[src/eocm_regs.vh]
`ifndef EOCM_REGS_VH
`define EOCM_REGS_VH
// ----------------------------------------------------------------
// Register map
// ----------------------------------------------------------------
`define EOCM_OSC_ADDR 8'hb1
`define EOCM_MUL_ADDR 8'hb9
`define EOCM_OSC_RESET 8'h00
`define EOCM_MUL_RESET 8'h00
`define EOCM_OSC_VALID_BIT 7
`define EOCM_OSC_MODE_HI 6
`define EOCM_OSC_MODE_LO 4
`define EOCM_OSC_BAND_HI 2
`define EOCM_OSC_BAND_LO 0
`define EOCM_MUL_EN_BIT 7
`define EOCM_MUL_INIT_BIT 6
`define EOCM_MUL_LOCK_BIT 5
`define EOCM_MUL_SEL_HI 1
`define EOCM_MUL_SEL_LO 0
// ----------------------------------------------------------------
// Codes
// ----------------------------------------------------------------
`define EOCM_MODE_CMOS 3'h2
`define EOCM_MODE_CMOS_DIV2 3'h3
`define EOCM_MODE_RC 3'h4
`define EOCM_MODE_CAP 3'h5
`define EOCM_MODE_XTAL 3'h6
`define EOCM_MODE_XTAL_DIV2 3'h7
`define EOCM_MSEL_INT 2'h0
`define EOCM_MSEL_EXT 2'h1
`define EOCM_MSEL_EXT_DIV2 2'h2
`define EOCM_SCLK_EXT 2'h1
`define EOCM_SCLK_MUL 2'h2
// ----------------------------------------------------------------
// Timing
// ----------------------------------------------------------------
`define EOCM_CLK_MHZ 25
`define EOCM_SETTLE_US 1000
`define EOCM_SETTLE_CYC (`EOCM_SETTLE_US * `EOCM_CLK_MHZ)
`define EOCM_LOCK_CYC 16'h40
`endif

[src/eocm_sync.v]
`timescale 1ns/1ps
// Two-flop level synchroniser with edge detect on the second stage only
module eocm_sync (
  clk,
  reset_n,
  ce,
  din,
  dout_ff,
  edge_ff
);
  input wire clk;
  input wire reset_n;
  input wire ce;
  input wire din;
  output reg dout_ff;
  output reg edge_ff;
  reg meta_ff;
  reg prev_ff;
  // Edge costs one more cycle, but the metastable stage has one reader only
  always @(posedge clk or negedge reset_n) begin
    if (!reset_n) begin
      meta_ff <= 1'b0;
      dout_ff <= 1'b0;
      prev_ff <= 1'b0;
      edge_ff <= 1'b0;
    end else if (ce) begin
      meta_ff <= din;
      dout_ff <= meta_ff;
      prev_ff <= dout_ff;
      edge_ff <= dout_ff & ~prev_ff;
    end
  end
endmodule // eocm_sync

[src/eocm_top.v]
`timescale 1ns/1ps
`include "eocm_regs.vh"
module eocm_top #(
  parameter SETTLE_CYC = `EOCM_SETTLE_CYC
) (
  clk,
  reset_n,
  ce,
  sfr_addr,
  sfr_wdata,
  sfr_wr,
  sfr_rd,
  sfr_rdata_ff,
  ext_osc_in,
  int_osc_in,
  xtal_amp_ok,
  mul_lock_in,
  system_clock_signal_source_select,
  ext_osc_en_ff,
  ext_osc_mode_ff,
  ext_freq_band_ff,
  timer_tick_ff,
  mul_enable_ff,
  mul_init_pulse_ff,
  mul_input_select_ff,
  mul_ref_clk_ff,
  system_clock_signal_mul_half_ff,
  system_clock_signal_ext_sel_ff
);
  input wire clk;
  input wire reset_n;
  input wire ce;
  input wire [7:0] sfr_addr;
  input wire [7:0] sfr_wdata;
  input wire sfr_wr;
  input wire sfr_rd;
  output reg [7:0] sfr_rdata_ff;
  input wire ext_osc_in;
  input wire int_osc_in;
  input wire xtal_amp_ok;
  input wire mul_lock_in;
  input wire [1:0] system_clock_signal_source_select;
  output reg ext_osc_en_ff;
  output reg [2:0] ext_osc_mode_ff;
  output reg [2:0] ext_freq_band_ff;
  output reg timer_tick_ff;
  output reg mul_enable_ff;
  output reg mul_init_pulse_ff;
  output reg [1:0] mul_input_select_ff;
  output reg mul_ref_clk_ff;
  output reg system_clock_signal_mul_half_ff;
  output reg system_clock_signal_ext_sel_ff;

  // ----------------------------------------------------------------
  // Helpers
  // ----------------------------------------------------------------
  function is_xtal;
    input [2:0] m;
    begin
      is_xtal = (m == `EOCM_MODE_XTAL) || (m == `EOCM_MODE_XTAL_DIV2);
    end
  endfunction

  function has_div2;
    input [2:0] m;
    begin
      has_div2 = (m == `EOCM_MODE_CMOS_DIV2) || (m == `EOCM_MODE_XTAL_DIV2);
    end
  endfunction

  // ----------------------------------------------------------------
  // Pin synchronisers
  // ----------------------------------------------------------------
  wire ext_sync;
  wire ext_rise;
  wire int_sync;
  reg amp_m_ff;
  reg amp_s_ff;
  reg lock_m_ff;
  reg lock_s_ff;

  eocm_sync u_ext (
    .clk(clk),
    .reset_n(reset_n),
    .ce(ce),
    .din(ext_osc_in),
    .dout_ff(ext_sync),
    .edge_ff(ext_rise)
  );

  eocm_sync u_int (
    .clk(clk),
    .reset_n(reset_n),
    .ce(ce),
    .din(int_osc_in),
    .dout_ff(int_sync),
    .edge_ff()
  );

  always @(posedge clk or negedge reset_n) begin
    if (!reset_n) begin
      amp_m_ff <= 1'b0;
      amp_s_ff <= 1'b0;
      lock_m_ff <= 1'b0;
      lock_s_ff <= 1'b0;
    end else if (ce) begin
      amp_m_ff <= xtal_amp_ok;
      amp_s_ff <= amp_m_ff;
      lock_m_ff <= mul_lock_in;
      lock_s_ff <= lock_m_ff;
    end
  end

  // ----------------------------------------------------------------
  // Registers
  // ----------------------------------------------------------------
  reg valid_ff;
  reg [31:0] settle_ff;
  reg div2_ff;
  reg [2:0] div8_ff;
  reg locked_ff;
  reg [15:0] lock_cnt_ff;
  reg mhalf_ff;
  wire osc_wr = sfr_wr && (sfr_addr == `EOCM_OSC_ADDR);
  wire mul_wr = sfr_wr && (sfr_addr == `EOCM_MUL_ADDR);
  wire ext_on = ext_osc_mode_ff[2] | ext_osc_mode_ff[1];
  wire ext_tick = ext_on && ext_rise && (!has_div2(ext_osc_mode_ff) || div2_ff);
  wire nxt_init = mul_wr && mul_enable_ff && sfr_wdata[`EOCM_MUL_INIT_BIT];

  always @(posedge clk or negedge reset_n) begin
    if (!reset_n) begin
      ext_osc_mode_ff <= 3'h0;
      ext_freq_band_ff <= 3'h0;
      ext_osc_en_ff <= 1'b0;
      mul_enable_ff <= 1'b0;
      mul_input_select_ff <= 2'h0;
      mul_init_pulse_ff <= 1'b0;
    end else if (ce) begin
      if (osc_wr) begin
        ext_osc_mode_ff <= sfr_wdata[`EOCM_OSC_MODE_HI:`EOCM_OSC_MODE_LO];
        ext_freq_band_ff <= sfr_wdata[`EOCM_OSC_BAND_HI:`EOCM_OSC_BAND_LO];
        // Enable moves with the mode field, never a cycle behind it
        ext_osc_en_ff <= sfr_wdata[`EOCM_OSC_MODE_HI] | sfr_wdata[`EOCM_OSC_MODE_HI - 1];
      end
      if (mul_wr) begin
        mul_enable_ff <= sfr_wdata[`EOCM_MUL_EN_BIT];
        mul_input_select_ff <= sfr_wdata[`EOCM_MUL_SEL_HI:`EOCM_MUL_SEL_LO];
      end
      mul_init_pulse_ff <= nxt_init;
    end
  end

  // ----------------------------------------------------------------
  // Crystal settling and valid flag
  // ----------------------------------------------------------------
  always @(posedge clk or negedge reset_n) begin
    if (!reset_n) begin
      settle_ff <= 32'h0;
      valid_ff <= 1'b0;
    end else if (ce) begin
      if (!is_xtal(ext_osc_mode_ff) || !amp_s_ff) begin
        settle_ff <= 32'h0;
        valid_ff <= 1'b0;
      end else if (settle_ff >= SETTLE_CYC) begin
        valid_ff <= 1'b1;
      end else begin
        settle_ff <= settle_ff + 32'h1;
      end
    end
  end

  // ----------------------------------------------------------------
  // Divide by eight tick for timers and counter array
  // ----------------------------------------------------------------
  always @(posedge clk or negedge reset_n) begin
    if (!reset_n) begin
      div2_ff <= 1'b0;
      div8_ff <= 3'h0;
      timer_tick_ff <= 1'b0;
    end else if (ce) begin
      if (ext_on && ext_rise)
        div2_ff <= ~div2_ff;
      if (ext_tick)
        div8_ff <= div8_ff + 3'h1;
      timer_tick_ff <= ext_tick && (div8_ff == 3'h7);
    end
  end

  // ----------------------------------------------------------------
  // Multiplier lock and reference
  // ----------------------------------------------------------------
  // Lock needs both the analog flag and a minimum count after init
  always @(posedge clk or negedge reset_n) begin
    if (!reset_n) begin
      locked_ff <= 1'b0;
      lock_cnt_ff <= 16'h0;
      mul_ref_clk_ff <= 1'b0;
      mhalf_ff <= 1'b0;
      system_clock_signal_mul_half_ff <= 1'b0;
      system_clock_signal_ext_sel_ff <= 1'b0;
    end else if (ce) begin
      if (!mul_enable_ff || mul_init_pulse_ff) begin
        lock_cnt_ff <= mul_init_pulse_ff ? 16'h1 : 16'h0;
        locked_ff <= 1'b0;
      end else if (lock_cnt_ff != 16'h0) begin
        if (lock_cnt_ff < `EOCM_LOCK_CYC)
          lock_cnt_ff <= lock_cnt_ff + 16'h1;
        locked_ff <= (lock_cnt_ff >= `EOCM_LOCK_CYC) && lock_s_ff;
      end
      case (mul_input_select_ff)
        `EOCM_MSEL_INT: mul_ref_clk_ff <= int_sync;
        `EOCM_MSEL_EXT: mul_ref_clk_ff <= ext_sync;
        `EOCM_MSEL_EXT_DIV2: mul_ref_clk_ff <= div2_ff;
        default: mul_ref_clk_ff <= 1'b0;
      endcase
      // Stand-in for the x4 output halved; the real loop is analog
      mhalf_ff <= locked_ff ? ~mhalf_ff : 1'b0;
      system_clock_signal_mul_half_ff <= mhalf_ff && (system_clock_signal_source_select == `EOCM_SCLK_MUL);
      system_clock_signal_ext_sel_ff <= (system_clock_signal_source_select == `EOCM_SCLK_EXT);
    end
  end

  // ----------------------------------------------------------------
  // Read port
  // ----------------------------------------------------------------
  always @(posedge clk or negedge reset_n) begin
    if (!reset_n) begin
      sfr_rdata_ff <= 8'h00;
    end else if (ce) begin
      if (sfr_rd && sfr_addr == `EOCM_OSC_ADDR) begin
        // Flag is masked at once when the mode leaves crystal
        sfr_rdata_ff <= {valid_ff & is_xtal(ext_osc_mode_ff), ext_osc_mode_ff, 1'b0,
          ext_freq_band_ff};
      end else if (sfr_rd && sfr_addr == `EOCM_MUL_ADDR) begin
        sfr_rdata_ff <= {mul_enable_ff, 1'b0, locked_ff, 3'h0, mul_input_select_ff};
      end else begin
        sfr_rdata_ff <= 8'h00;
      end
    end
  end
endmodule // eocm_top

[config.mk]
export PLATFORM = sky130hd
export DESIGN_NAME = eocm_top
export DESIGN_NICKNAME = d
export VERILOG_FILES = /design/src/eocm_sync.v /design/src/eocm_top.v
export VERILOG_INCLUDE_DIRS = /design/src /design/src/src
export SDC_FILE = /design/constraint.sdc
export NUM_CORES = 1
export LEC_CHECK = 0
export ABC_AREA = 1
export BUFFER_PORTS_ARGS = -buffer_cell sky130_fd_sc_hd__buf_2
export CORE_MARGIN = 2
export CORE_UTILIZATION = 40
export DETAILED_ROUTE_END_ITERATION = 12
export HOLD_SLACK_MARGIN = 0.12
export PLACE_DENSITY = 0.62
export SYNTH_ARGS = -nofsm -noshare
export SYNTH_HDL_FRONTEND = slang
export SYNTH_SLANG_ARGS = --single-unit
[constraint.sdc]
create_clock -name clk -period 3.2 [get_ports clk]
set_input_delay 0.16 -clock clk [delete_from_list [all_inputs] [get_ports clk]]
set_output_delay 0.16 -clock clk [all_outputs]
set_load 0.005 [all_outputs]
# Word level (Yosys, flattened, before mapping)
# Index checks and enable logic that the tools add are counted.
# classes
add_sub_neg	3
order_cmp	3
n_eq_ne	11
muxes	14
bitwise_logic	7
n_reduce_logical	33
# op_table
op	count
$mux W32	2
$mux W16	3
$add A32 B1 Y32 const B	1
$ge A32 B15 Y1 const B	1
$add A16 B1 Y16 const B	1
$eq A8 B8 Y1 const B	2
$ge A16 B7 Y1 const B	1
$lt A16 B7 Y1 const B	1
$mux W8	2
$reduce_bool A16 Y1	1
$reduce_and A2 Y1	7
$logic_and A1 B1 Y1	11
$eq A3 B3 Y1 const B	3
$mux W1	6
$reduce_bool A2 Y1	3
$logic_or A1 B1 Y1	5
$eq A2 B1 Y1 const B	2
$eq A2 B2 Y1 const B	2
$logic_not A1 Y1	4
$add A3 B1 Y3 const B	1
$eq A3 B2 Y1 const B	1
$not A1 Y1	3
$pmux W1 S3	1
$reduce_and A3 Y1	1
4 further kinds	6
# word_totals
reg_bits	88
in_bits	27
output_inout_bits	23
elab_cells	99

# Logic depth before layout (Yosys ltp)
# logic_depth
depth_word	6
depth_mapped	10
depth_no_buf	9

# By module
# A second synthesis with hierarchy kept.
# unflattened
cells_unflattened	527
area_unflattened_um2	4259.1
# modules_own_cells
mod	n_inst	cells_each	area_each_um2	seq_area_each_um2
eocm_top	1	493	3956.3	2026.9
eocm_sync	2	17	151.4	100.1

# Least setup slack after synthesis
# OpenSTA, ideal clock, no wires.
# synth_path
kind	flip-flop to flip-flop
from	reg lock_cnt_ff[0]
to	reg lock_cnt_ff[3]
setup_ns	0.065
t_arrival_ns	1.355
required_ns	3.135
slack_ns	1.780
stages_incl_launch_ff	9
n_path_buf	0
synth_period_minus_slack_ns	1.420
path_cell_list	dfrtp_1 -> inv_1 -> ha_1 -> nor3b_2 -> nand3_1 -> nand2_1 -> nor2_1 -> nand2_1 -> nand2_1
# synth_via
elab_chain_cells	4
elab_cells_between_ends	9
classes_between	1 x add/sub; 1 x order compare; 3 x mux; 4 x reduce/logical
# synth_lines
element	line	source
from (decl)	eocm_top.v:122	reg [15:0] lock_cnt_ff;
from (signal assigned)	eocm_top.v:203	lock_cnt_ff <= mul_init_pulse_ff ? 16'h1 : 16'h0;
from (signal assigned)	eocm_top.v:207	lock_cnt_ff <= lock_cnt_ff + 16'h1;
$add A16 B1 Y16	eocm_top.v:207	
$mux W16	eocm_top.v:206	if (lock_cnt_ff < `EOCM_LOCK_CYC)
$mux W16	eocm_top.v:205	end else if (lock_cnt_ff != 16'h0) begin
$mux W16	eocm_top.v:202	if (!mul_enable_ff || mul_init_pulse_ff) begin
# Parallel ways exist; a longest one is shown, timed or not. The select of a mux whose other input is x is not followed.
# A chain may end at the register's enable or synchronous reset.

# Worst setup path after layout
# layout_path
from	reg ext_osc_mode_ff[1]
to	reg settle_ff[3]
# layout_via
elab_chain_cells	6
elab_cells_between_ends	8
classes_between	3 x eq/ne; 1 x mux; 4 x reduce/logical
# layout_lines
element	line	source
from (decl)	eocm_top.v:44	output reg [2:0] ext_osc_mode_ff;
from (signal assigned)	eocm_top.v:140	ext_osc_mode_ff <= sfr_wdata[`EOCM_OSC_MODE_HI:`EOCM_OSC_MODE_LO];
$eq A3 B3 Y1 (no source line)	-	
$logic_or A1 B1 Y1 *	eocm_top.v:60	is_xtal = (m == `EOCM_MODE_XTAL) || (m == `EOCM_MODE_XTAL_DIV2);
$logic_not A1 Y1 *	eocm_top.v:161	if (!is_xtal(ext_osc_mode_ff) || !amp_s_ff) begin
$logic_or A1 B1 Y1 *	eocm_top.v:161	
$ne A2 B2 Y1 (no source line)	-	
$reduce_and A2 Y1 (no source line)	-	
to (signal assigned)	eocm_top.v:167	settle_ff <= settle_ff + 32'h1;
to (decl)	eocm_top.v:118	reg [31:0] settle_ff;
# Mark *: on every way between the ends. The rest lies on a longest branch, timed or not.

==> metrics.txt <==
synthesized netlist net count 547; final hold violation count 0; Resized cells post-CTS 0; mux cell area share after synthesis 0.00540; port bufs 47; placeable core area 10,200 sq um; Seq/Total Area, Yosys 0.522; depth of the worst hold-timing path 3; VDD IR max 0.336 mV; first-pass GRT wire length 14,600 um; Synth Area in XOR/XNOR 0.0336; class of the most critical setup path reg2reg; number of inserted filler cells in the final layout 1,013; RSZ-0062 raised after global routing false; worst reg-to-reg path cell count 7; final weighted congestion of routability-driven global placement between 0.8 and 0.9; count of H-tree levels built during CTS 3; Arrival @ worst endpoint slightly above 2000 ps; setup repair bufs after CTS 0; routing usage on met3 0.0405; Setup Total Neg Slack 0 ps; critical path peak fanout 17; drt via density between 4 and 5; Pins Over Slew Limit 0; Max Cap Violations 0; DRC violation count after routing 0; DRT antenna net count 0; area share of the largest cell type after synthesis 0.522; synthesis warning total 0; total inserted antenna cells 0; number of endpoints failing setup at the final stage 0; async set-or-reset flop fraction in the synthesized netlist 1.00; Req. time, crit path 3440 ps; grt ovf 0; via total after detailed routing between 3k and 4k; number of buffers on the longest clock path 2; met1 Track Usage GR 0.208; Synth area leader sky130_fd_sc_hd__dfrtp_1; fraction of layout cells with a size suffix above 1 0.143; worst min-delay path class in2reg; kind of capture point of the worst setup path register; final cycle utilization of the critical path 0.567; worst setup margin approximately 1400 ps; time the worst path needs with I/O delays and setup about 1800 ps; mapped cell area 4170 sq um; worst setup path startpoint ext_osc_mode_ff[1]; combined global-route utilization of all metal layers 0.161; total half-perimeter wirelength after legalization and detailed placement roughly 5500 um; leakage roughly 2.6 nW; TritonCTS clock tree yes; startpoint of the worst register-to-register path ext_osc_mode_ff[1]; aggregate routed wire length 8220 um; synthesized netlist cell count 514; synthesis-stage register bit count just under 90; number of CTS-inserted buffers 9; switching pwr 593 uW; top post-synthesis cells by area sky130_fd_sc_hd__dfrtp_1 52%, sky130_fd_sc_hd__nand2_1 15%, sky130_fd_sc_hd__nor2_1 6.8%, sky130_fd_sc_hd__inv_1 4.9%, sky130_fd_sc_hd__nand3_1 4.6%; dominant cell by count in the synthesized netlist sky130_fd_sc_hd__nand2_1; synthesized area per cell around 8.1 sq um; Final nets 609; DRC marker count from the first detailed-route iteration 182; EDFF count, synth 0; transition time at the pin with the least slew margin 1080 ps; power share of the sequential group 0.535; detailed-router iteration count before antenna repair 4; layout-stage area growth over the synthesis result 16.3%; Initial Util 0.407; number of primary I/O pins 50; dominant combinational cell family by area after synthesis simple AND/OR/NAND/NOR gates; Unique masters post-synth 33; hold path startpoint ce; DR WL/cell 11.5 um; DIE AREA about 11,000 sq um; simple logic cell fraction of the synthesized area 0.319; Highest Clock Rate 551 MHz; status completed; Rel. slew slack 0.277; clock root buffer sky130_fd_sc_hd__clkbuf_8; die width 106 um; internal power 1.66 mW; largest net degree at the start of global routing 88; overall power consumption roughly 2.3 mW; worst slack at placement 1360 ps; clk sink count 87; Worst Clk Skew about 12 ps; Clk pin slew, worst setup/hold paths ~90 ps; Core Rows 37; clock network power share 0.340; Logic pwr share 0.126; power density over the cells 464 nW/um^2; vias in the first global route 3,243; gr busiest metal met2; number of antenna violations at the first check in global routing 0; list of most frequent post-synthesis cells 172 x sky130_fd_sc_hd__nand2_1, 87 x sky130_fd_sc_hd__dfrtp_1, 75 x sky130_fd_sc_hd__nor2_1, 54 x sky130_fd_sc_hd__inv_1, 38 x sky130_fd_sc_hd__nand3_1; hold-fix buffers at CTS 15; GR Util met2 0.257; Chip Height 106 um; critical path launch point type register; complex-gate fraction of the synthesized area 0.0288; area share of fa/ha/maj cells after synthesis 0.0180; clock latency on the worst-skew pair 350 ps; switching power share of the total 0.263; top flip-flop cell by instance count after synthesis sky130_fd_sc_hd__dfrtp_1
==> cell usage in the layout (no fill, tap or decap), types with 3 or more instances in the layout <==
| master | n |
|---|---|
| sky130_fd_sc_hd__nor3_1 | 3 |
| sky130_fd_sc_hd__o21ai_0 | 9 |
| sky130_fd_sc_hd__inv_2 | 4 |
| sky130_fd_sc_hd__dfrtp_1 | 87 |
| sky130_fd_sc_hd__ha_1 | 6 |
| sky130_fd_sc_hd__nand4_1 | 7 |
| sky130_fd_sc_hd__nor2_1 | 75 |
| sky130_fd_sc_hd__nand3_1 | 38 |
| sky130_fd_sc_hd__nand2_2 | 3 |
| sky130_fd_sc_hd__xor2_1 | 12 |
| sky130_fd_sc_hd__clkinv_2 | 3 |
| sky130_fd_sc_hd__nand2_1 | 172 |
| sky130_fd_sc_hd__a21oi_1 | 6 |
| sky130_fd_sc_hd__buf_2 | 46 |
| sky130_fd_sc_hd__dlygate4sd3_1 | 15 |
| sky130_fd_sc_hd__clkbuf_8 | 11 |
| sky130_fd_sc_hd__inv_1 | 54 |
| sky130_fd_sc_hd__xnor2_1 | 4 |
==> per-layer routing <==
metal	vias up	part of all wire	wire, um
met5	-	0	0
met4	0	0.019	156
met3	10	0.046	379
met2	62	0.46	3760
met1	1556	0.48	3920
li1	1702	-	-
==> worst paths after layout <==
path                                       end  slack, ps
worst max-delay path              settle_ff[3]       1390
worst min-delay path              settle_ff[5]        150
worst max register to register    settle_ff[3]       1390
worst min register to register  lock_cnt_ff[7]        470
max in group asynchronous        settle_ff[15]       1960
min in group asynchronous        settle_ff[27]        560
==> cell families (layout without fill, tap and decap cells) <==
kind of cell,Yosys count,count (layout)
and+or+nand+nor,310,310
other,1,1
xor gates and xnor gates,16,16
DFF,87,87
adders and majority gates,6,6
muxes,2,2
buffers and inverters,70,136
AOI/OAI and AO/OA,22,22
==> critical path, stage by stage, from the launching register on <==
cell and delay, ps:
sky130_fd_sc_hd__dfrtp_1 430, sky130_fd_sc_hd__nand2_1 130, sky130_fd_sc_hd__nor2_2 190, sky130_fd_sc_hd__inv_1 240
sky130_fd_sc_hd__nand2_2 370, sky130_fd_sc_hd__nand2_4 190, sky130_fd_sc_hd__nand2_1 100, sky130_fd_sc_hd__nand2_1 50
==> layout make-up <==
cell class              instances  area [sq um]  share of cell area
clock buffers                  11           151              0.0312
multi-input cells             357          1690               0.349
well taps                     136           170              0.0351
inverters                      58           218              0.0449
flip-flops and latches         87          2180               0.449
clock inverters                 4          45.0             0.00930
repair buffers                 63           395              0.0816
==> power groups by stage <==
stage          sequential (mW)  clock (mW)  combinational, mW
5_1_grt                   1.21       0.831              0.332
4_1_cts                   1.20       0.792              0.288
6_report                  1.20       0.764              0.283
3_5_place_dp              1.22           0              0.274
2_1_floorplan             1.21           0              0.197
3_3_place_gp              1.22           0              0.264
==> state kept, by name, indices dropped and copies added, names as in the netlist, 2 cells and up <==
| register | flops |
|---|---|
| mul_input_select_ff | 2 |
| ext_freq_band_ff | 3 |
| div8_ff | 3 |
| sfr_rdata_ff | 7 |
| ext_osc_mode_ff | 3 |
| lock_cnt_ff | 16 |
| settle_ff | 32 |
==> stage by stage <==
step | hold slack [ps] | util | cells | cell area (sq um)
final | 148 | 0.474 | 716 | 4850
after global routing | 144 | 0.474 | 716 | 4850
after CTS | 127 | 0.474 | 716 | 4850
after detailed placement | 368 | 0.440 | 686 | 4500
after global placement | 356 | 0.440 | 686 | 4500
after floorplan | -136 | - | 514 | 4170
No activity file was read; power rests on OpenSTA's default activity.
